### src/design/misc_ctrl_pkg.sv
// misc_ctrl_pkg: offsets, field layout, reset values and counts shared by
// the misc control register bank and its short frame detector.
// assumes a 7-bit register address and 9-bit register data on the control port.
`default_nettype none

package misc_ctrl_pkg;

    // ------------------------------------------------------------
    // register map
    // ------------------------------------------------------------
    localparam int          REG_AW                 = 7;
    localparam int          REG_DW                 = 9;
    localparam logic [6:0]  HIGH_RATE_ADDR         = 7'h48;
    localparam logic [6:0]  MISC_ADDR              = 7'h49;
    localparam logic [8:0]  HIGH_RATE_RESET        = 9'h008;
    localparam logic [8:0]  MISC_RESET             = 9'h000;

    // ------------------------------------------------------------
    // high rate sampling fields
    // ------------------------------------------------------------
    localparam int          DAC_OSR32_BIT          = 1;
    localparam int          ADC_OSR32_BIT          = 0;

    // ------------------------------------------------------------
    // misc control fields
    // ------------------------------------------------------------
    localparam int          FOUR_WIRE_BIT          = 8;
    localparam int          THR_SEL_MSB            = 7;
    localparam int          THR_SEL_LSB            = 6;
    localparam int          FLUSH_EN_BIT           = 5;
    localparam int          DETECT_OFF_BIT         = 4;
    localparam int          NOTCH_NO_DLY_BIT       = 3;
    localparam int          HARD_MUTE_BIT          = 2;
    localparam int          PLL_BYPASS_BIT         = 1;
    localparam int          FORCE_256_BIT          = 0;

    // ------------------------------------------------------------
    // short frame thresholds, in master clock edges
    // ------------------------------------------------------------
    localparam int          FRAME_CNT_W            = 8;
    localparam logic [7:0]  THR_CODE0              = 8'hFF;
    localparam logic [7:0]  THR_CODE1              = 8'hFD;
    localparam logic [7:0]  THR_CODE2              = 8'hFE;
    localparam logic [7:0]  THR_CODE3              = 8'hFF;

    // ------------------------------------------------------------
    // notch output delay, in sample periods
    // ------------------------------------------------------------
    localparam int          NOTCH_DELAY_SAMPLES    = 512;

endpackage

`default_nettype wire

### src/design/misc_ctrl_bank.sv
// misc_ctrl_bank: misc control and high rate sampling registers of the codec,
// with short frame sync checking, notch output delay and clock/mute steering.
// assumes a control port front end that presents decoded register writes,
// and i_ref_clk being the master clock.
//
// Summary of operation
// - the dac 32x oversampling enable bit turns the dac 32x mode on or off.
// - the adc 32x oversampling enable bit turns the adc 32x mode on or off.
// - the force four wire bit selects four wire serial mode whatever the mode pin says.
// - threshold codes 00, 01, 10, 11 select 255, 253, 254, 255 master clock edges.
// - with flush enabled each short frame event resets the processing state, else it is ignored.
// - short frame detection runs while its control bit is 0 and stops while it is 1.
// - with the no-delay bit clear the notch output is used 512 sample periods after enable.
// - with hard mute set the dac limiter output is forced to exactly zero in soft mute.
// - with bypass clear the pll oscillator output is disabled while the pll is unlocked.
// - the force 256x bit makes the dac use 256x whatever the normal select bit says.
`default_nettype none

module misc_ctrl_bank
#(
    parameter int NOTCH_DELAY = misc_ctrl_pkg::NOTCH_DELAY_SAMPLES
)
(
    input  wire logic       i_ref_clk,
    input  wire logic       i_rst,
    input  wire logic       i_reg_wr,
    input  wire logic [6:0] i_reg_addr,
    input  wire logic [8:0] i_reg_wdata,
    output logic      [8:0] o_reg_rdata,
    input  wire logic       i_mode_pin,
    input  wire logic       i_fs,
    input  wire logic       i_pll_locked,
    input  wire logic       i_notch_en,
    input  wire logic       i_sample_tick,
    input  wire logic       i_soft_mute,
    input  wire logic       i_dac_osr_sel,
    output logic            o_four_wire_mode,
    output logic            o_dac_osr32,
    output logic            o_adc_osr32,
    output logic            o_dac_osr256,
    output logic            o_short_frame,
    output logic            o_dsp_flush,
    output logic            o_notch_out_use,
    output logic            o_limiter_zero,
    output logic            o_pll_out_en
);

    // ------------------------------------------------------------
    // elaboration checks
    // ------------------------------------------------------------
    localparam logic [9:0] DLY_LOAD = NOTCH_DELAY[9:0];

    if (NOTCH_DELAY < 1 || NOTCH_DELAY > 1023)
    begin : g_bad_delay
        $error("notch delay must fit 1..1023 samples");
    end

    // ------------------------------------------------------------
    // registers
    // ------------------------------------------------------------
    logic [8:0] high_rate_sampling_ctrl_r;
    logic [8:0] misc_controls_r;

    wire logic wr_high;
    wire logic wr_misc;
    assign wr_high = i_reg_wr && (i_reg_addr == misc_ctrl_pkg::HIGH_RATE_ADDR);
    assign wr_misc = i_reg_wr && (i_reg_addr == misc_ctrl_pkg::MISC_ADDR);

    wire logic [8:0] rdata_nxt;
    assign rdata_nxt = (i_reg_addr == misc_ctrl_pkg::HIGH_RATE_ADDR) ? high_rate_sampling_ctrl_r :
                       (i_reg_addr == misc_ctrl_pkg::MISC_ADDR)      ? misc_controls_r :
                                                                       9'h000;

    always_ff @(posedge i_ref_clk)
    begin
        if (i_rst)
        begin
            high_rate_sampling_ctrl_r <= misc_ctrl_pkg::HIGH_RATE_RESET;
            misc_controls_r           <= misc_ctrl_pkg::MISC_RESET;
            o_reg_rdata               <= 9'h000;
        end
        else
        begin
            if (wr_high)
            begin
                high_rate_sampling_ctrl_r <= i_reg_wdata;
            end
            if (wr_misc)
            begin
                misc_controls_r <= i_reg_wdata;
            end
            o_reg_rdata <= rdata_nxt;
        end
    end

    // ------------------------------------------------------------
    // field decode
    // ------------------------------------------------------------
    wire logic       dac_osr32_en;
    wire logic       adc_osr32_en;
    wire logic       force_four_wire_serial;
    wire logic [1:0] short_frame_threshold_sel;
    wire logic       short_frame_flush_en;
    wire logic       short_frame_detect_off;
    wire logic       notch_output_no_delay;
    wire logic       limiter_hard_mute;
    wire logic       pll_unlocked_bypass;
    wire logic       dac_force_256x_oversample;

    assign dac_osr32_en              = high_rate_sampling_ctrl_r[misc_ctrl_pkg::DAC_OSR32_BIT];
    assign adc_osr32_en              = high_rate_sampling_ctrl_r[misc_ctrl_pkg::ADC_OSR32_BIT];
    assign force_four_wire_serial    = misc_controls_r[misc_ctrl_pkg::FOUR_WIRE_BIT];
    assign short_frame_threshold_sel = misc_controls_r[misc_ctrl_pkg::THR_SEL_MSB:misc_ctrl_pkg::THR_SEL_LSB];
    assign short_frame_flush_en      = misc_controls_r[misc_ctrl_pkg::FLUSH_EN_BIT];
    assign short_frame_detect_off    = misc_controls_r[misc_ctrl_pkg::DETECT_OFF_BIT];
    assign notch_output_no_delay     = misc_controls_r[misc_ctrl_pkg::NOTCH_NO_DLY_BIT];
    assign limiter_hard_mute         = misc_controls_r[misc_ctrl_pkg::HARD_MUTE_BIT];
    assign pll_unlocked_bypass       = misc_controls_r[misc_ctrl_pkg::PLL_BYPASS_BIT];
    assign dac_force_256x_oversample = misc_controls_r[misc_ctrl_pkg::FORCE_256_BIT];

    // ------------------------------------------------------------
    // pin synchronisers
    // ------------------------------------------------------------
    // pins arrive from outside the clock domain: two flops before use
    logic [1:0] mode_sync_r;
    logic [1:0] fs_sync_r;
    logic [1:0] lock_sync_r;
    logic       fs_prev_r;

    always_ff @(posedge i_ref_clk)
    begin
        if (i_rst)
        begin
            mode_sync_r <= 2'h0;
            fs_sync_r   <= 2'h0;
            lock_sync_r <= 2'h0;
            fs_prev_r   <= 1'b0;
        end
        else
        begin
            mode_sync_r <= {mode_sync_r[0], i_mode_pin};
            fs_sync_r   <= {fs_sync_r[0], i_fs};
            lock_sync_r <= {lock_sync_r[0], i_pll_locked};
            fs_prev_r   <= fs_sync_r[1];
        end
    end

    wire logic fs_rise;
    assign fs_rise = fs_sync_r[1] && !fs_prev_r;

    // ------------------------------------------------------------
    // short frame detection
    // ------------------------------------------------------------
    wire logic detect_en;
    wire logic short_evt;
    assign detect_en = !short_frame_detect_off;

    short_frame_detect u_short_frame_detect
    (
        .i_ref_clk (i_ref_clk),
        .i_rst     (i_rst),
        .i_enable  (detect_en),
        .i_thr_sel (short_frame_threshold_sel),
        .i_fs_rise (fs_rise),
        .o_short   (short_evt)
    );

    // ------------------------------------------------------------
    // notch output delay
    // ------------------------------------------------------------
    // restarts on each notch enable so a quick off/on still waits fully
    logic [9:0] notch_cnt_r;
    logic       notch_prev_r;

    wire logic       notch_rise;
    wire logic       notch_wait;
    wire logic [9:0] notch_cnt_nxt;
    assign notch_rise    = i_notch_en && !notch_prev_r;
    assign notch_wait    = (notch_cnt_r != 10'h000);
    assign notch_cnt_nxt = notch_rise ? DLY_LOAD :
                           (notch_wait && i_sample_tick) ? notch_cnt_r - 10'h001 : notch_cnt_r;

    always_ff @(posedge i_ref_clk)
    begin
        if (i_rst)
        begin
            notch_cnt_r  <= 10'h000;
            notch_prev_r <= 1'b0;
        end
        else
        begin
            notch_cnt_r  <= notch_cnt_nxt;
            notch_prev_r <= i_notch_en;
        end
    end

    // ------------------------------------------------------------
    // output steering
    // ------------------------------------------------------------
    wire logic notch_use_nxt;
    assign notch_use_nxt = i_notch_en && !notch_rise && (notch_output_no_delay || !notch_wait);

    always_ff @(posedge i_ref_clk)
    begin
        if (i_rst)
        begin
            o_four_wire_mode <= 1'b0;
            o_dac_osr32      <= 1'b0;
            o_adc_osr32      <= 1'b0;
            o_dac_osr256     <= 1'b0;
            o_short_frame    <= 1'b0;
            o_dsp_flush      <= 1'b0;
            o_notch_out_use  <= 1'b0;
            o_limiter_zero   <= 1'b0;
            o_pll_out_en     <= 1'b0;
        end
        else
        begin
            o_dac_osr32      <= dac_osr32_en;
            o_adc_osr32      <= adc_osr32_en;
            o_four_wire_mode <= force_four_wire_serial || mode_sync_r[1];
            o_short_frame    <= short_evt;
            o_dsp_flush      <= short_evt && short_frame_flush_en;
            o_notch_out_use  <= notch_use_nxt;
            o_limiter_zero   <= limiter_hard_mute && i_soft_mute;
            o_pll_out_en     <= pll_unlocked_bypass || lock_sync_r[1];
            o_dac_osr256     <= dac_force_256x_oversample || i_dac_osr_sel;
        end
    end

    // ------------------------------------------------------------
    // assertions
    // ------------------------------------------------------------
    property p_dac_osr32;
        @(posedge i_ref_clk) disable iff (i_rst)
        wr_high ##1 1'b1 |=> (o_dac_osr32 == $past(i_reg_wdata[misc_ctrl_pkg::DAC_OSR32_BIT], 2));
    endproperty
    a_dac_osr32: assert property (p_dac_osr32) else $error("dac 32x does not follow its bit");

    property p_adc_osr32;
        @(posedge i_ref_clk) disable iff (i_rst)
        $rose(adc_osr32_en) |=> o_adc_osr32;
    endproperty
    a_adc_osr32: assert property (p_adc_osr32) else $error("adc 32x not enabled after bit set");

    property p_four_wire;
        @(posedge i_ref_clk) disable iff (i_rst)
        force_four_wire_serial ##1 force_four_wire_serial |-> o_four_wire_mode;
    endproperty
    a_four_wire: assert property (p_four_wire) else $error("four wire mode not forced");

    property p_threshold;
        @(posedge i_ref_clk) disable iff (i_rst)
        (short_frame_threshold_sel == 2'h1) |-> (u_short_frame_detect.thr == 8'hFD);
    endproperty
    a_threshold: assert property (p_threshold) else $error("threshold code 01 is not 253");

    property p_flush;
        @(posedge i_ref_clk) disable iff (i_rst)
        o_dsp_flush |-> o_short_frame && $past(short_frame_flush_en);
    endproperty
    a_flush: assert property (p_flush) else $error("flush without enabled short frame");

    property p_detect_off;
        @(posedge i_ref_clk) disable iff (i_rst)
        short_frame_detect_off ##1 short_frame_detect_off |-> ##1 !o_short_frame;
    endproperty
    a_detect_off: assert property (p_detect_off) else $error("short frame flagged while off");

    property p_notch_delay;
        @(posedge i_ref_clk) disable iff (i_rst)
        notch_rise && !notch_output_no_delay |=> !o_notch_out_use && (notch_cnt_r == DLY_LOAD);
    endproperty
    a_notch_delay: assert property (p_notch_delay) else $error("notch output used before delay");

    property p_hard_mute;
        @(posedge i_ref_clk) disable iff (i_rst)
        o_limiter_zero |-> $past(i_soft_mute) && $past(limiter_hard_mute);
    endproperty
    a_hard_mute: assert property (p_hard_mute) else $error("limiter zero without soft mute");

    property p_pll_gate;
        @(posedge i_ref_clk) disable iff (i_rst)
        !pll_unlocked_bypass && !lock_sync_r[1] |=> !o_pll_out_en;
    endproperty
    a_pll_gate: assert property (p_pll_gate) else $error("pll output on while unlocked");

    property p_force_256;
        @(posedge i_ref_clk) disable iff (i_rst)
        dac_force_256x_oversample |=> o_dac_osr256;
    endproperty
    a_force_256: assert property (p_force_256) else $error("dac 256x not forced");

    property p_short_count;
        @(posedge i_ref_clk) disable iff (i_rst)
        short_evt |-> $past(u_short_frame_detect.cnt_r) < $past(u_short_frame_detect.thr);
    endproperty
    a_short_count: assert property (p_short_count) else $error("short frame not below threshold");

endmodule

`default_nettype wire

### src/design/short_frame_detect.sv
// short_frame_detect: counts master clock edges between frame sync rises
// and flags frames shorter than the selected threshold.
// assumes i_fs_rise is a one-cycle pulse already synchronised to i_ref_clk.
`default_nettype none

module short_frame_detect
(
    input  wire logic       i_ref_clk,
    input  wire logic       i_rst,
    input  wire logic       i_enable,
    input  wire logic [1:0] i_thr_sel,
    input  wire logic       i_fs_rise,
    output logic            o_short
);

    // ------------------------------------------------------------
    // threshold decode
    // ------------------------------------------------------------
    wire logic [7:0] thr;
    assign thr = (i_thr_sel == 2'h0) ? misc_ctrl_pkg::THR_CODE0 :
                 (i_thr_sel == 2'h1) ? misc_ctrl_pkg::THR_CODE1 :
                 (i_thr_sel == 2'h2) ? misc_ctrl_pkg::THR_CODE2 :
                                       misc_ctrl_pkg::THR_CODE3;

    logic [7:0] cnt_r;
    logic       armed_r;

    wire logic       sat;
    wire logic [7:0] cnt_nxt;
    wire logic       short_hit;
    assign sat       = (cnt_r == 8'hFF);
    assign cnt_nxt   = i_fs_rise ? 8'h01 : (sat ? cnt_r : cnt_r + 8'h01);
    // first rise after enable only arms: no previous frame to measure
    assign short_hit = i_enable && armed_r && i_fs_rise && (cnt_r < thr);

    // ------------------------------------------------------------
    // frame counter
    // ------------------------------------------------------------
    always_ff @(posedge i_ref_clk)
    begin
        if (i_rst || !i_enable)
        begin
            cnt_r   <= 8'h00;
            armed_r <= 1'b0;
            o_short <= 1'b0;
        end
        else
        begin
            cnt_r   <= cnt_nxt;
            armed_r <= armed_r | i_fs_rise;
            o_short <= short_hit;
        end
    end

endmodule

`default_nettype wire

### config.mk
export PLATFORM = sky130hd
export DESIGN_NAME = misc_ctrl_bank
export DESIGN_NICKNAME = d
export VERILOG_FILES = /design/src/design/misc_ctrl_pkg.sv /design/src/design/misc_ctrl_bank.sv /design/src/design/short_frame_detect.sv
export SDC_FILE = /design/constraint.sdc
export NUM_CORES = 1
export LEC_CHECK = 0
export BUFFER_PORTS_ARGS = -buffer_cell sky130_fd_sc_hd__buf_2
export CORE_MARGIN = 1
export CORE_UTILIZATION = 59
export CTS_CLUSTER_SIZE = 14
export DETAILED_ROUTE_END_ITERATION = 16
export PLACE_DENSITY_LB_ADDON = 0.3
export SLEW_MARGIN = 20
export SYNTH_ARGS = -nofsm -noshare
export SYNTH_HDL_FRONTEND = slang
export SYNTH_SLANG_ARGS = --single-unit
### constraint.sdc
create_clock -name i_ref_clk -period 3.5 [get_ports i_ref_clk]
set_input_delay 0.175 -clock i_ref_clk [delete_from_list [all_inputs] [get_ports i_ref_clk]]
set_output_delay 0.175 -clock i_ref_clk [all_outputs]
set_load 0.005 [all_outputs]
==> Word level (Yosys, flattened, before mapping) <==
Index checks and enable logic that the tools add are counted.
{ "classes": {"order_cmp": 1, "n_addsub": 2, "bitwise_logic": 1, "n_eq_ne": 6, "n_mux": 9, "n_reduce_logical": 27} }
{ "ops": {"columns": ["op", "n"], "rows": [
  ["$mux 10", 2],
  ["$mux 9", 2],
  ["$mux 8", 2],
  ["$eq 7x7->1 const B", 2],
  ["$logic_and 1x1->1", 12],
  ["$reduce_bool 10->1", 1],
  ["$sub 10x1->10 const B", 1],
  ["$add 8x1->8 const B", 1],
  ["$eq 8x8->1 const B", 1],
  ["$lt 8x8->1", 1],
  ["$logic_not 1->1", 5],
  ["$logic_or 1x1->1", 5],
  ["$reduce_or 2->1", 2],
  ["$mux 1", 3],
  ["$eq 2x1->1 const B", 1],
  ["$eq 2x2->1 const B", 1],
  ["$logic_not 2->1", 1],
  ["$ne 2x1->1 const B", 1],
  ["$reduce_bool 2->1", 1],
  ["$or 1x1->1", 1]
]} }
{ "word_totals": {"output_inout_bits": 18, "elab_cells": 69, "regBits": 64, "inputBits": 26} }

==> Logic depth before layout (Yosys ltp) <==
Gate-level depths: netlist (run 1).
{ "depth": {"word_depth": 6, "mapped_depth": 7, "mapped_depth_nobuf": 6} }

==> Cells and area by module <==
Synthesis (run 1) repeated with hierarchy kept, for this count alone.
{ "hier_totals": {"hier_cells": 255, "area_unflattened_um2": 2492.4} }
{ "modules_own_cells": {"columns": ["mod", "n_inst", "area_each_um2", "seq_area_each_um2", "cells_each"], "rows": [
  ["misc_ctrl_bank", 1, 1994.4, 1081.0, 199],
  ["short_frame_detect", 1, 498.0, 200.2, 56]
]} }

==> Worst setup path before layout (run 1) <==
Ideal clock, no wire load.
{ "synth_path": {"kind": "flip-flop to flip-flop", "start": "reg notch_cnt_r[0]", "end": "reg notch_cnt_r[1]", "setup_time_ps": 66, "path_slack_ps": 1613, "path_buffers": 1, "path_stages_with_launch": 8, "arrival_ps": 1821, "synth_period_minus_slack_ps": 1887, "required_time_ps": 3434, "cell_sequence": "dfxtp_1 > inv_1 > ha_1 > or4b_1 > clkbuf_1 > or3_1 > a31o_1 > a21oi_2"} }
{ "synth_between": {"elab_chain_len": 2, "elab_cells_between_ends": 3, "cone_classes": "1 x add/sub; 2 x reduce/logical"} }
{ "synth_lines": {"columns": ["item", "line", "rtl"], "rows": [
  ["start: declaration", "misc_ctrl_bank.sv:172", "logic [9:0] notch_cnt_r;"],
  ["start signal: assignment", "misc_ctrl_bank.sv:192", "notch_cnt_r <= notch_cnt_nxt;"],
  ["parallel branches: the longest is 2 deep, another holds $sub 10x1->10", null, null]
]} }
Parallel ways; which one is timed is not known.
A chain may end at the register's enable or synchronous reset.

==> Worst setup path after layout (run 1) <==
{ "layout_path": {"start": "reg notch_cnt_r[1]", "end": "reg notch_cnt_r[1]"} }
Same word-level chain as after synthesis.

==> results_dict.tcl, run 1 <==
set metrics [dict create \
    critPathMaxStageDelay_ns 0.58 \
    distinct_cells_synth 45 \
    hold_path_class "in2reg" \
    dr.pass1.iters 4 \
    synth_enable_flop_cells 0 \
    post_route_cells_drive_above_1_share 0.207 \
    dieArea_um2 4500 \
    drt.antenna.violating_nets 0 \
    unrepaired_setup_endpoints_after_global_routing "no" \
    synthCells 253 \
    cts.htree.levels 3 \
    detail_route.wl_per_cell_um 13.6 \
    cts-hold-fix-buffers 0 \
    synth-async-reset-ratio 0 \
    post_dp_cell_area_um2 2730 \
    yosys_warnings 0 \
    first_global_vias 1698 \
    synth.avg_cell_area_um2 9.87 \
    ys_ff_latch 64 \
    critical_path.endpoint_type "flip-flop" \
    power.density_nw_per_um2 569 \
    number_of_cell_rows 23 \
    status "completed" \
    antenna_violations_before_repair 0 \
    ctsResizeCount 0 \
    max_slew_headroom 0.578 \
    grt_start_max_net_pins 39 \
    crit_path_top_delay_cell "sky130_fd_sc_hd__or4b_1" \
    fin_hold_ws_ns 0.0349 \
    worst_skew_ns 0.00610 \
    worst_ep_arrival_time_ns 2.38 \
    final_core_util 0.723 \
    cap_viol_max_count 0 \
    dieHeight_um 67.1 \
    cts_made_buffers 9 \
    insertedDiodeCount 0 \
    hpwl_um 3050 \
    static-leakage-power_nw 1.28 \
    synth_ff_type "sky130_fd_sc_hd__dfxtp_1" \
    clk_root_buffer_cell "sky130_fd_sc_hd__clkbuf_8" \
    number_of_nets_in_the_synthesized_netlist 283 \
    worst-setup-path-type "reg2reg" \
    crit_chain "inv_1 > ha_1 > or4b_1 > or3_1 > a31o_1 > a21oi_2" \
    worst-endpoint-required_ns 3.78 \
    post-route-drc-count 0 \
    numPortBuffers 43 \
    worstSetupStartpointType "flip-flop" \
    most_common_cell_after_layout_fill_and_taps_aside "sky130_fd_sc_hd__dfxtp_1" \
    clk_transition_reported_paths_ns 0.07 \
    globalRouteTotalUtil 0.242 \
    finalSetupViolCount 0 \
    synth.yosys.seq_area_share 0.513 \
    critical_path_peak_fanout 7 \
    die_width_um 67.1 \
    grt_remaining_overflow 0 \
    clock_insertion_delay_worst_skew_ns 0.34 \
    drt-initial-drc-count 105 \
    power.ir.vdd_worst_mv 0.375 \
    place_congestion 0.818 \
    vias_per_cell 5.41 \
    finalInstanceArea_um2 2910 \
    totalNegativeSetupSlack_ns 0 \
    initial_core_util 0.620 \
    finalNetCount 326 \
    ctsLongestPathBuffers 2 \
    tritoncts "done" \
    fin_crit_sh 0.600 \
    grt_pass1_wl_um 7730 \
    drt-total-wl_um 4750 \
    most-common-layout-cells "sky130_fd_sc_hd__dfxtp_1, sky130_fd_sc_hd__nor2_1, sky130_fd_sc_hd__buf_2, sky130_fd_sc_hd__mux2i_1, sky130_fd_sc_hd__nor2b_1" \
    vias 1892 \
    syn_to_final_growth_pct 16.6 \
    synth.cell_area_um2 2500 \
    cts_setup_buffers 0 \
    timing.final.hold_violations 0 \
    tightestPinTransition_ns 0.633 \
    min_period_ns 2.10 \
    max_clock_freq_mhz 476 \
    cts_sinks 64 \
    coreArea_um2 4030 \
    finalMaxSlewViolations 0 \
    total_power_w 0.00166 \
    boundaryPins 44 \
]
critical path, delay by kind of cell, from the launching register on:
| kind | cells | cell delay, ns |
|---|---|---|
| buffers and inverters | 1 | 0.16 |
| DFF | 1 | 0.35 |
| and+or+nand+nor | 2 | 0.98 |
| AOI/OAI and AO/OA | 2 | 0.33 |
| adders and majority gates | 1 | 0.22 |
state kept, by name (all words and copies together), names as in the netlist, 2 cells and up:
signal / cells
misc_controls_r: 9
lock_sync_r: 2
u_short_frame_detect.cnt_r: 8
fs_sync_r: 2
mode_sync_r: 2
o_reg_rdata: 9
high_rate_sampling_ctrl_r: 9
notch_cnt_r: 10
metal layers:
layer	global-route usage	wire (um)	vias up
met3	0.0771	180	10
met1	0.281	2140	878
met4	0.128	95	0
met2	0.391	2330	42
li1	-	-	962
met5	0	0	-
stage by stage:
stage | std cells | setup slack, ns
final | 350 | 1.40
after global routing | 350 | 1.29
after CTS | 350 | 1.40
after detailed placement | 335 | 1.49
after global placement | 335 | 1.56
after floorplan | 253 | 1.61
where the power goes:
group	internal [W]	total, W	switching (W)
logic	0.000118	0.000257	0.000139
clock network	0.000341	0.000607	0.000266
registers	0.000760	0.000793	0.0000334
cell usage after synthesis (4+ instances only):
| library cell | n | share of area |
|---|---|---|
| sky130_fd_sc_hd__dfxtp_1 | 64 | 0.51 |
| sky130_fd_sc_hd__nor2_1 | 47 | 0.071 |
| sky130_fd_sc_hd__mux2i_1 | 28 | 0.11 |
| sky130_fd_sc_hd__nor2b_1 | 16 | 0.040 |
| sky130_fd_sc_hd__clkbuf_1 | 8 | 0.012 |
| sky130_fd_sc_hd__nand2_1 | 8 | 0.012 |
| sky130_fd_sc_hd__a21oi_1 | 7 | 0.014 |
| sky130_fd_sc_hd__nor3_1 | 7 | 0.014 |
| sky130_fd_sc_hd__inv_1 | 5 | 0.0075 |
| sky130_fd_sc_hd__nand3_1 | 5 | 0.010 |
| sky130_fd_sc_hd__a31oi_1 | 4 | 0.010 |
| sky130_fd_sc_hd__ha_1 | 4 | 0.020 |
| sky130_fd_sc_hd__xor2_1 | 4 | 0.014 |
kinds of logic after synthesis:
| kind of cell | count (synthesis) | share of synthesized area |
|---|---|---|
| xor gates and xnor gates | 7 | 0.0245 |
| adders and majority gates | 4 | 0.0200 |
| AOI/OAI and AO/OA | 25 | 0.0681 |
| and+or+nand+nor | 109 | 0.234 |
| DFF | 64 | 0.513 |
| buffers and inverters | 16 | 0.0276 |
| muxes | 28 | 0.112 |
path summary, 6_finish.rpt:
path	to	from	depth (start not counted)	slack (ns)
max reg2reg	notch_cnt_r[1]$_SDFFE_PP0P_	notch_cnt_r[1]$_SDFFE_PP0P_	6	1.40
min	o_dac_osr256$_SDFF_PP0_	i_dac_osr_sel	3	0.03
min reg2reg	o_pll_out_en$_SDFF_PP0_	lock_sync_r[1]$_SDFF_PP0_	2	0.44
max	notch_cnt_r[1]$_SDFFE_PP0P_	notch_cnt_r[1]$_SDFFE_PP0P_	6	1.40
final cells by class:
| class | count | area (um^2) |
|---|---|---|
| flip-flops and latches | 64 | 1280 |
| multi-input cells | 173 | 1150 |
| fillers | 312 | 1120 |
| repair buffers | 43 | 215 |
| clock buffers | 11 | 141 |
| well taps | 50 | 62.6 |
| clock inverters | 4 | 45.0 |
| inverters | 5 | 18.8 |
Power figures use the tool's default switching activity.
==> run 2: changes to the inputs <==
- ABC_AREA: not set -> 1
- CORE_UTILIZATION: 59 -> 50
- clock period: 3.5 -> 1.8 ns (I/O delays scaled with it)
==> results_dict.tcl, run 2 <==
set metrics [dict create \
    cts_sinks 64 \
    dieHeight_um 75.1 \
    critPathMaxStageDelay_ns 0.34 \
    clk_transition_reported_paths_ns 0.07 \
    critical_path_peak_fanout 9 \
    grt_start_max_net_pins 19 \
    max_reg_flops 10 \
    largest-register "notch_cnt_r" \
    met2WireLength_um 2550 \
    hold_path_class "in2reg" \
    yosys_warnings 0 \
    worst-endpoint-required_ns 2.08 \
    post-route-drc-count 0 \
    worst_ep_arrival_time_ns 1.74 \
    distinct_cells_synth 32 \
    placed_cells 471 \
    worst-setup-path-type "reg2reg" \
    critPathMostFrequentCell "sky130_fd_sc_hd__nand3_1" \
    insertedDiodeCount 0 \
    switching_share 0.279 \
    worstSetupEndpoint "notch_cnt_r[9]$_SDFFE_PP0P_" \
    numPortBuffers 43 \
    grt_remaining_overflow 0 \
    setup_slack_ns 0.340 \
    tritoncts "done" \
    timing.final.hold_violations 0 \
    fin_crit_sh 0.811 \
    finalSetupViolCount 0 \
    crit_path_top_delay_cell "sky130_fd_sc_hd__o21ai_2" \
    ctsResizeCount 0 \
    grt_pass1_wl_um 9160 \
    drt-total-wl_um 5390 \
    total_power_w 0.00334 \
    clock_insertion_delay_worst_skew_ns 0.33 \
    finalMaxSlewViolations 0 \
    detail_route.wl_per_cell_um 10.9 \
    cts_setup_buffers 0 \
    place_congestion 0.854 \
    detailroute.wirelength.met3_um 158 \
    synthCells 363 \
    intPower_w 0.00241 \
    synth_ff_type "sky130_fd_sc_hd__dfxtp_1" \
    synth_enable_flop_cells 0 \
    seqPwrFrac 0.459 \
    most_common_cell_after_layout_fill_and_taps_aside "sky130_fd_sc_hd__nor2_1" \
    critical_path.reg2reg.startpoint "notch_cnt_r[0]$_SDFFE_PP0P_" \
    ctsLongestPathBuffers 2 \
    totalNegativeSetupSlack_ns 0 \
    worstSetupStartpointType "flip-flop" \
    finalNetCount 452 \
    most-common-layout-cells "sky130_fd_sc_hd__nor2_1, sky130_fd_sc_hd__nand2_1, sky130_fd_sc_hd__dfxtp_1, sky130_fd_sc_hd__inv_1, sky130_fd_sc_hd__buf_2" \
    reg2reg_setup_slack_ns 0.34 \
    boundaryPins 44 \
    min_period_ns 1.46 \
    max_clock_freq_mhz 685 \
    clk_root_buffer_cell "sky130_fd_sc_hd__clkbuf_8" \
    power.density_nw_per_um2 1030 \
    filler_cell_count 501 \
    synth-async-reset-ratio 0 \
    critical_path_cell_count 8 \
    tightestPinTransition_ns 0.483 \
    initial_core_util 0.520 \
    globalRouteTotalUtil 0.216 \
    drt-initial-drc-count 204 \
    syn_to_final_growth_pct 21.2 \
    cts_made_buffers 9 \
    static-leakage-power_nw 1.59 \
    synth.yosys.seq_area_share 0.479 \
    net-switching-power_w 0.000931 \
    netlist_top_cells_area "sky130_fd_sc_hd__dfxtp_1, sky130_fd_sc_hd__nor2_1, sky130_fd_sc_hd__nand2_1" \
    cap_viol_max_count 0 \
    dieArea_um2 5640 \
    synth.avg_cell_area_um2 7.37 \
    post_route_cells_drive_above_1_share 0.176 \
    worstRegToRegCells 8 \
    share_comb_of_total_power 0.175 \
    top_layer_used "met4" \
    worst_r2r_endpoint "notch_cnt_r[9]$_SDFFE_PP0P_" \
    ys_ff_latch 64 \
    drt.antenna.violating_nets 0 \
    fraction_of_post_synthesis_cell_area_in_the_top_cell_type_by_area 0.479 \
    number_of_cell_rows 26 \
    vias_per_cell 4.64 \
    first_global_vias 2118 \
    synth.cell_area_um2 2670 \
    crit_chain "inv_1 > ha_1 > nand3_1 > o21ai_2 > nand3_1 > nand3_1 > nand2_1 > inv_1" \
    synthTopCellsByCount "sky130_fd_sc_hd__nor2_1, sky130_fd_sc_hd__nand2_1, sky130_fd_sc_hd__dfxtp_1, sky130_fd_sc_hd__inv_1, sky130_fd_sc_hd__nand3_1" \
    clock_power_share 0.366 \
    coreArea_um2 5140 \
    synth_top_cell_by_area "sky130_fd_sc_hd__dfxtp_1" \
    most_common_cell_in_the_netlist "sky130_fd_sc_hd__nor2_1" \
    fin_hold_ws_ns 0.00492 \
    power.ir.vdd_worst_mv 0.577 \
    unrepaired_setup_endpoints_after_global_routing "no" \
    hpwl_um 3820 \
    critical_path.n_buffers_inverters 2 \
    cts.htree.levels 3 \
    critical_path.endpoint_type "flip-flop" \
    final-instance-count-excl-fill 495 \
    die_width_um 75.1 \
    worstSetupStartpoint "notch_cnt_r[0]$_SDFFE_PP0P_" \
    dr.pass1.iters 4 \
    max_slew_headroom 0.676 \
    preCtsSetupSlack_ns 0.357 \
    vias 2299 \
    number_of_nets_in_the_synthesized_netlist 393 \
    routedLengthMet1_um 2600 \
    crit_family "simple AND/OR/NAND/NOR gates" \
    antenna_violations_before_repair 0 \
    status "completed" \
    worst_skew_ns 0.00298 \
]
==> run 2: changes by cell type after synthesis, moves of 4 or more <==
cell	delta
sky130_fd_sc_hd__a21oi_1	+10
sky130_fd_sc_hd__clkbuf_1	-4
sky130_fd_sc_hd__inv_1	+52
sky130_fd_sc_hd__mux2i_1	-28
sky130_fd_sc_hd__nand2_1	+61
sky130_fd_sc_hd__nand3_1	+20
sky130_fd_sc_hd__nor2_1	+26
sky130_fd_sc_hd__nor2b_1	-16
sky130_fd_sc_hd__o21ai_0	+7
==> run 2: routing by layer <==
metal / up-vias / GRT usage
li1: 1236 / -
met3: 10 / 0.0455
met5: - / 0
met4: 0 / 0.103
met2: 33 / 0.341
met1: 1020 / 0.282
==> run 2: what timing repair did <==
action                                  4_1_cts  5_1_grt
endpoints found under the setup margin        0        0
hold endpoints to repair                     11        0
hold buffers                                 10        0
==> run 2: worst reg2reg max path: stages (launching register included) <==
cell,delay [ns]
sky130_fd_sc_hd__dfxtp_1,0.33
sky130_fd_sc_hd__inv_1,0.13
sky130_fd_sc_hd__ha_1,0.17
sky130_fd_sc_hd__nand3_1,0.10
sky130_fd_sc_hd__o21ai_2,0.34
sky130_fd_sc_hd__nand3_1,0.12
sky130_fd_sc_hd__nand3_1,0.11
sky130_fd_sc_hd__nand2_1,0.06
sky130_fd_sc_hd__inv_1,0.05
==> run 2: per-stage QoR <==
step	area, um^2	utilization
finish	3240	0.630
global route	3240	0.630
CTS	3240	0.630
detailed placement	2950	0.573
global placement	2950	0.573
floorplan	2670	-
==> run 2: final cells by class <==
type | count | area (um^2) | area share
flip-flops and latches | 64 | 1280 | 0.396
multi-input cells | 231 | 1110 | 0.343
repair buffers | 57 | 345 | 0.107
inverters | 59 | 221 | 0.0684
clock buffers | 11 | 151 | 0.0467
well taps | 70 | 87.6 | 0.0270
clock inverters | 3 | 42.5 | 0.0131
==> run 2: cell families after synthesis <==
logic type | Yosys count | share of synthesized area
AO/OA/AOI/OAI | 31 | 0.0613
XOR/XNOR | 6 | 0.0197
adder cells (fa/ha/maj) | 4 | 0.0187
buffers and inverters | 68 | 0.106
flip-flops | 64 | 0.479
AND/OR/NAND/NOR | 190 | 0.315
==> run 2: how the worst min path moves through the flow <==
stage              startpoint                                   endpoint  cells after the start
3_5_place_dp       i_mode_pin                  mode_sync_r[0]$_SDFF_PP0_                      3
3_3_place_gp       i_mode_pin                  mode_sync_r[0]$_SDFF_PP0_                      3
6_report       i_reg_wdata[8]  high_rate_sampling_ctrl_r[8]$_SDFFE_PP0P_                      3
4_1_cts        i_reg_wdata[5]            misc_controls_r[5]$_SDFFE_PP0P_                      3
5_1_grt        i_reg_wdata[5]            misc_controls_r[5]$_SDFFE_PP0P_                      3
2_1_floorplan            i_fs                    fs_sync_r[0]$_SDFF_PP0_                      2
==> run 2: power groups by stage <==
stage / sequential (W) / combinational [W] / clock [W]
floorplan: 0.00155 / 0.000435 / 0
global placement: 0.00156 / 0.000553 / 0
detailed placement: 0.00156 / 0.000562 / 0
CTS: 0.00153 / 0.000586 / 0.00125
global route: 0.00154 / 0.000675 / 0.00130
finish: 0.00153 / 0.000586 / 0.00122
==> run 3: changes to the inputs <==
- ABC_AREA: 1 -> 0
- CORE_UTILIZATION: 50 -> 54
- clock period: 1.8 -> 1.4 ns (I/O delays scaled with it)
==> results_dict.tcl, run 3 (synthesis gave the netlist of run 1 again) <==
set metrics [dict create \
    critical_path.n_buffers_inverters 2 \
    vias 2094 \
    crit_family "simple AND/OR/NAND/NOR gates" \
    clk_root_buffer_cell "sky130_fd_sc_hd__clkbuf_8" \
    finalNetCount 369 \
    worst_ep_arrival_time_ns 2.00 \
    dieHeight_um 70.0 \
    finalMaxSlewViolations 0 \
    cts_sinks 64 \
    most_common_cell_after_layout_fill_and_taps_aside "sky130_fd_sc_hd__dfxtp_1" \
    sequential_cell_area_um2 1290 \
    placed_cells 364 \
    crit_chain "inv_2 > ha_4 > or4b_4 > buf_8 > o311ai_4 > xor2_1 > nor2_1" \
    min-delay-start "i_reg_wdata[4]" \
    total_power_w 0.00507 \
    vias_per_cell 5.29 \
    critical_path_peak_fanout 6 \
    grt_remaining_overflow 0 \
    end_of_the_worst_hold_path "misc_controls_r[4]$_SDFFE_PP0P_" \
    max_reg_flops 10 \
    place_congestion 0.824 \
    worstRegToRegCells 7 \
    hpwl_um 3290 \
    filler_cell_count 262 \
    first_global_vias 2004 \
    min_period_ns 1.78 \
    worst_skew_ns 0.00801 \
    detail_route.wl_per_cell_um 14.6 \
    tightestPinTransition_ns 0.485 \
    grt_start_max_net_pins 20 \
    unrepaired_setup_endpoints_after_global_routing "yes" \
    post_route_cells_drive_above_1_share 0.331 \
    most-common-layout-cells "sky130_fd_sc_hd__dfxtp_1, sky130_fd_sc_hd__nor2_1, sky130_fd_sc_hd__buf_2, sky130_fd_sc_hd__mux2i_1, sky130_fd_sc_hd__buf_4" \
    ctsLongestPathBuffers 2 \
    numPortBuffers 43 \
    status "complete, but fails checks" \
    dieArea_um2 4900 \
    cts_made_buffers 9 \
    multi_input_comb_area_um2 1250 \
    timing.final.hold_violations 0 \
    worstSetupStartpointType "flip-flop" \
    max_clock_freq_mhz 561 \
    cap_viol_max_count 0 \
    violations "negative setup slack" \
    clock_insertion_delay_worst_skew_ns 0.33 \
    critical_path_cell_count 7 \
    tritoncts "done" \
    fin_crit_sh 1.27 \
    number_of_cell_rows 24 \
    reg2reg_setup_slack_ns -0.38 \
    setup_slack_ns -0.383 \
    final-instance-count-excl-fill 396 \
    crit_path_top_delay_cell "sky130_fd_sc_hd__or4b_4" \
    critPathMaxStageDelay_ns 0.48 \
    finalSetupViolCount 11 \
    globalRouteTotalUtil 0.247 \
    drt-initial-drc-count 109 \
    critical_path.endpoint_type "flip-flop" \
    timing.hold.worst_path_depth 3 \
    worst-endpoint-required_ns 1.62 \
    antenna_violations_before_repair 0 \
    syn_to_final_growth_pct 37.2 \
    boundaryPins 44 \
    dr.pass1.iters 4 \
    static-leakage-power_nw 1.51 \
    insertedDiodeCount 0 \
    coreArea_um2 4410 \
    power.ir.vdd_worst_mv 0.832 \
    grt_pass1_wl_um 9250 \
    initial_core_util 0.566 \
    max_slew_headroom 0.672 \
    largest-register "notch_cnt_r" \
    die_width_um 70.0 \
    worst-setup-path-type "reg2reg" \
    hold_path_class "in2reg" \
    drt-total-wl_um 5800 \
    clk_transition_reported_paths_ns 0.07 \
    final_core_util 0.776 \
    worst_r2r_endpoint "notch_cnt_r[4]$_SDFFE_PP0P_" \
    power.density_nw_per_um2 1480 \
    post-route-drc-count 0 \
    cts.htree.levels 3 \
    critical_path.reg2reg.startpoint "notch_cnt_r[0]$_SDFFE_PP0P_" \
    drt.antenna.violating_nets 0 \
]
## run 3: stage by stage
step	setup slack (ns)	hold slack, ns	setup TNS [ns]	cell area [um^2]
2_1_floorplan	-0.434	0.186	-2.65	2500
3_3_place_gp	-0.324	0.275	-2.42	2930
3_5_place_dp	-0.357	0.283	-2.68	2930
4_1_cts	-0.290	0.00559	-2.43	3410
5_1_grt	-0.445	0.0163	-3.43	3430
6_report	-0.383	0.00560	-2.91	3430
## run 3: report_power, final
| part | internal [W] | switching, W | total [W] |
|---|---|---|---|
| clock network | 0.00110 | 0.000711 | 0.00182 |
| registers | 0.00191 | 0.0000671 | 0.00197 |
| logic | 0.000673 | 0.000610 | 0.00128 |
| total | 0.00368 | 0.00139 | 0.00507 |
## run 3: layout make-up
class	instances	share of cell area
Clock inverter	4	0.0223
Timing Repair Buffer	85	0.167
Tap cell	52	0.0190
Inverter	5	0.00548
Multi-Input combinational cell	174	0.365
Sequential cell	64	0.376
Clock buffer	12	0.0453
## run 3: how the worst max path moves through the flow
stage                                      from                           to  slack, ns
finish              notch_cnt_r[0]$_SDFFE_PP0P_  notch_cnt_r[4]$_SDFFE_PP0P_      -0.38
global route        notch_cnt_r[1]$_SDFFE_PP0P_  notch_cnt_r[4]$_SDFFE_PP0P_      -0.45
CTS                 notch_cnt_r[0]$_SDFFE_PP0P_  notch_cnt_r[3]$_SDFFE_PP0P_      -0.29
detailed placement  notch_cnt_r[1]$_SDFFE_PP0P_  notch_cnt_r[4]$_SDFFE_PP0P_      -0.36
global placement    notch_cnt_r[0]$_SDFFE_PP0P_  notch_cnt_r[4]$_SDFFE_PP0P_      -0.32
floorplan           notch_cnt_r[0]$_SDFFE_PP0P_  notch_cnt_r[1]$_SDFFE_PP0P_      -0.43
## run 3: tightest hold or removal path, delay by kind of cell
family                 cells  cell delay, ns
buffers and inverters      1            0.10
multiplexers               1            0.06
AND/OR/NAND/NOR            1            0.08
## run 3: per-layer routing
metal,up-vias,global-route usage,routed length (um)
met2,75,0.416,2820
met1,958,0.284,2500
met4,0,0.144,178
met5,-,0,0
li1,1048,-,-
met3,13,0.0606,299
## run 3: timing repair
item / CTS / global route
setup buffers: 3 / 0
endpoints found under the hold margin: 14 / 0
resized for setup: 20 / 5
hold buffers: 12 / 0
cloned: 1 / 0
endpoints found under the setup margin: 11 / 14
pin swaps: 12 / 8
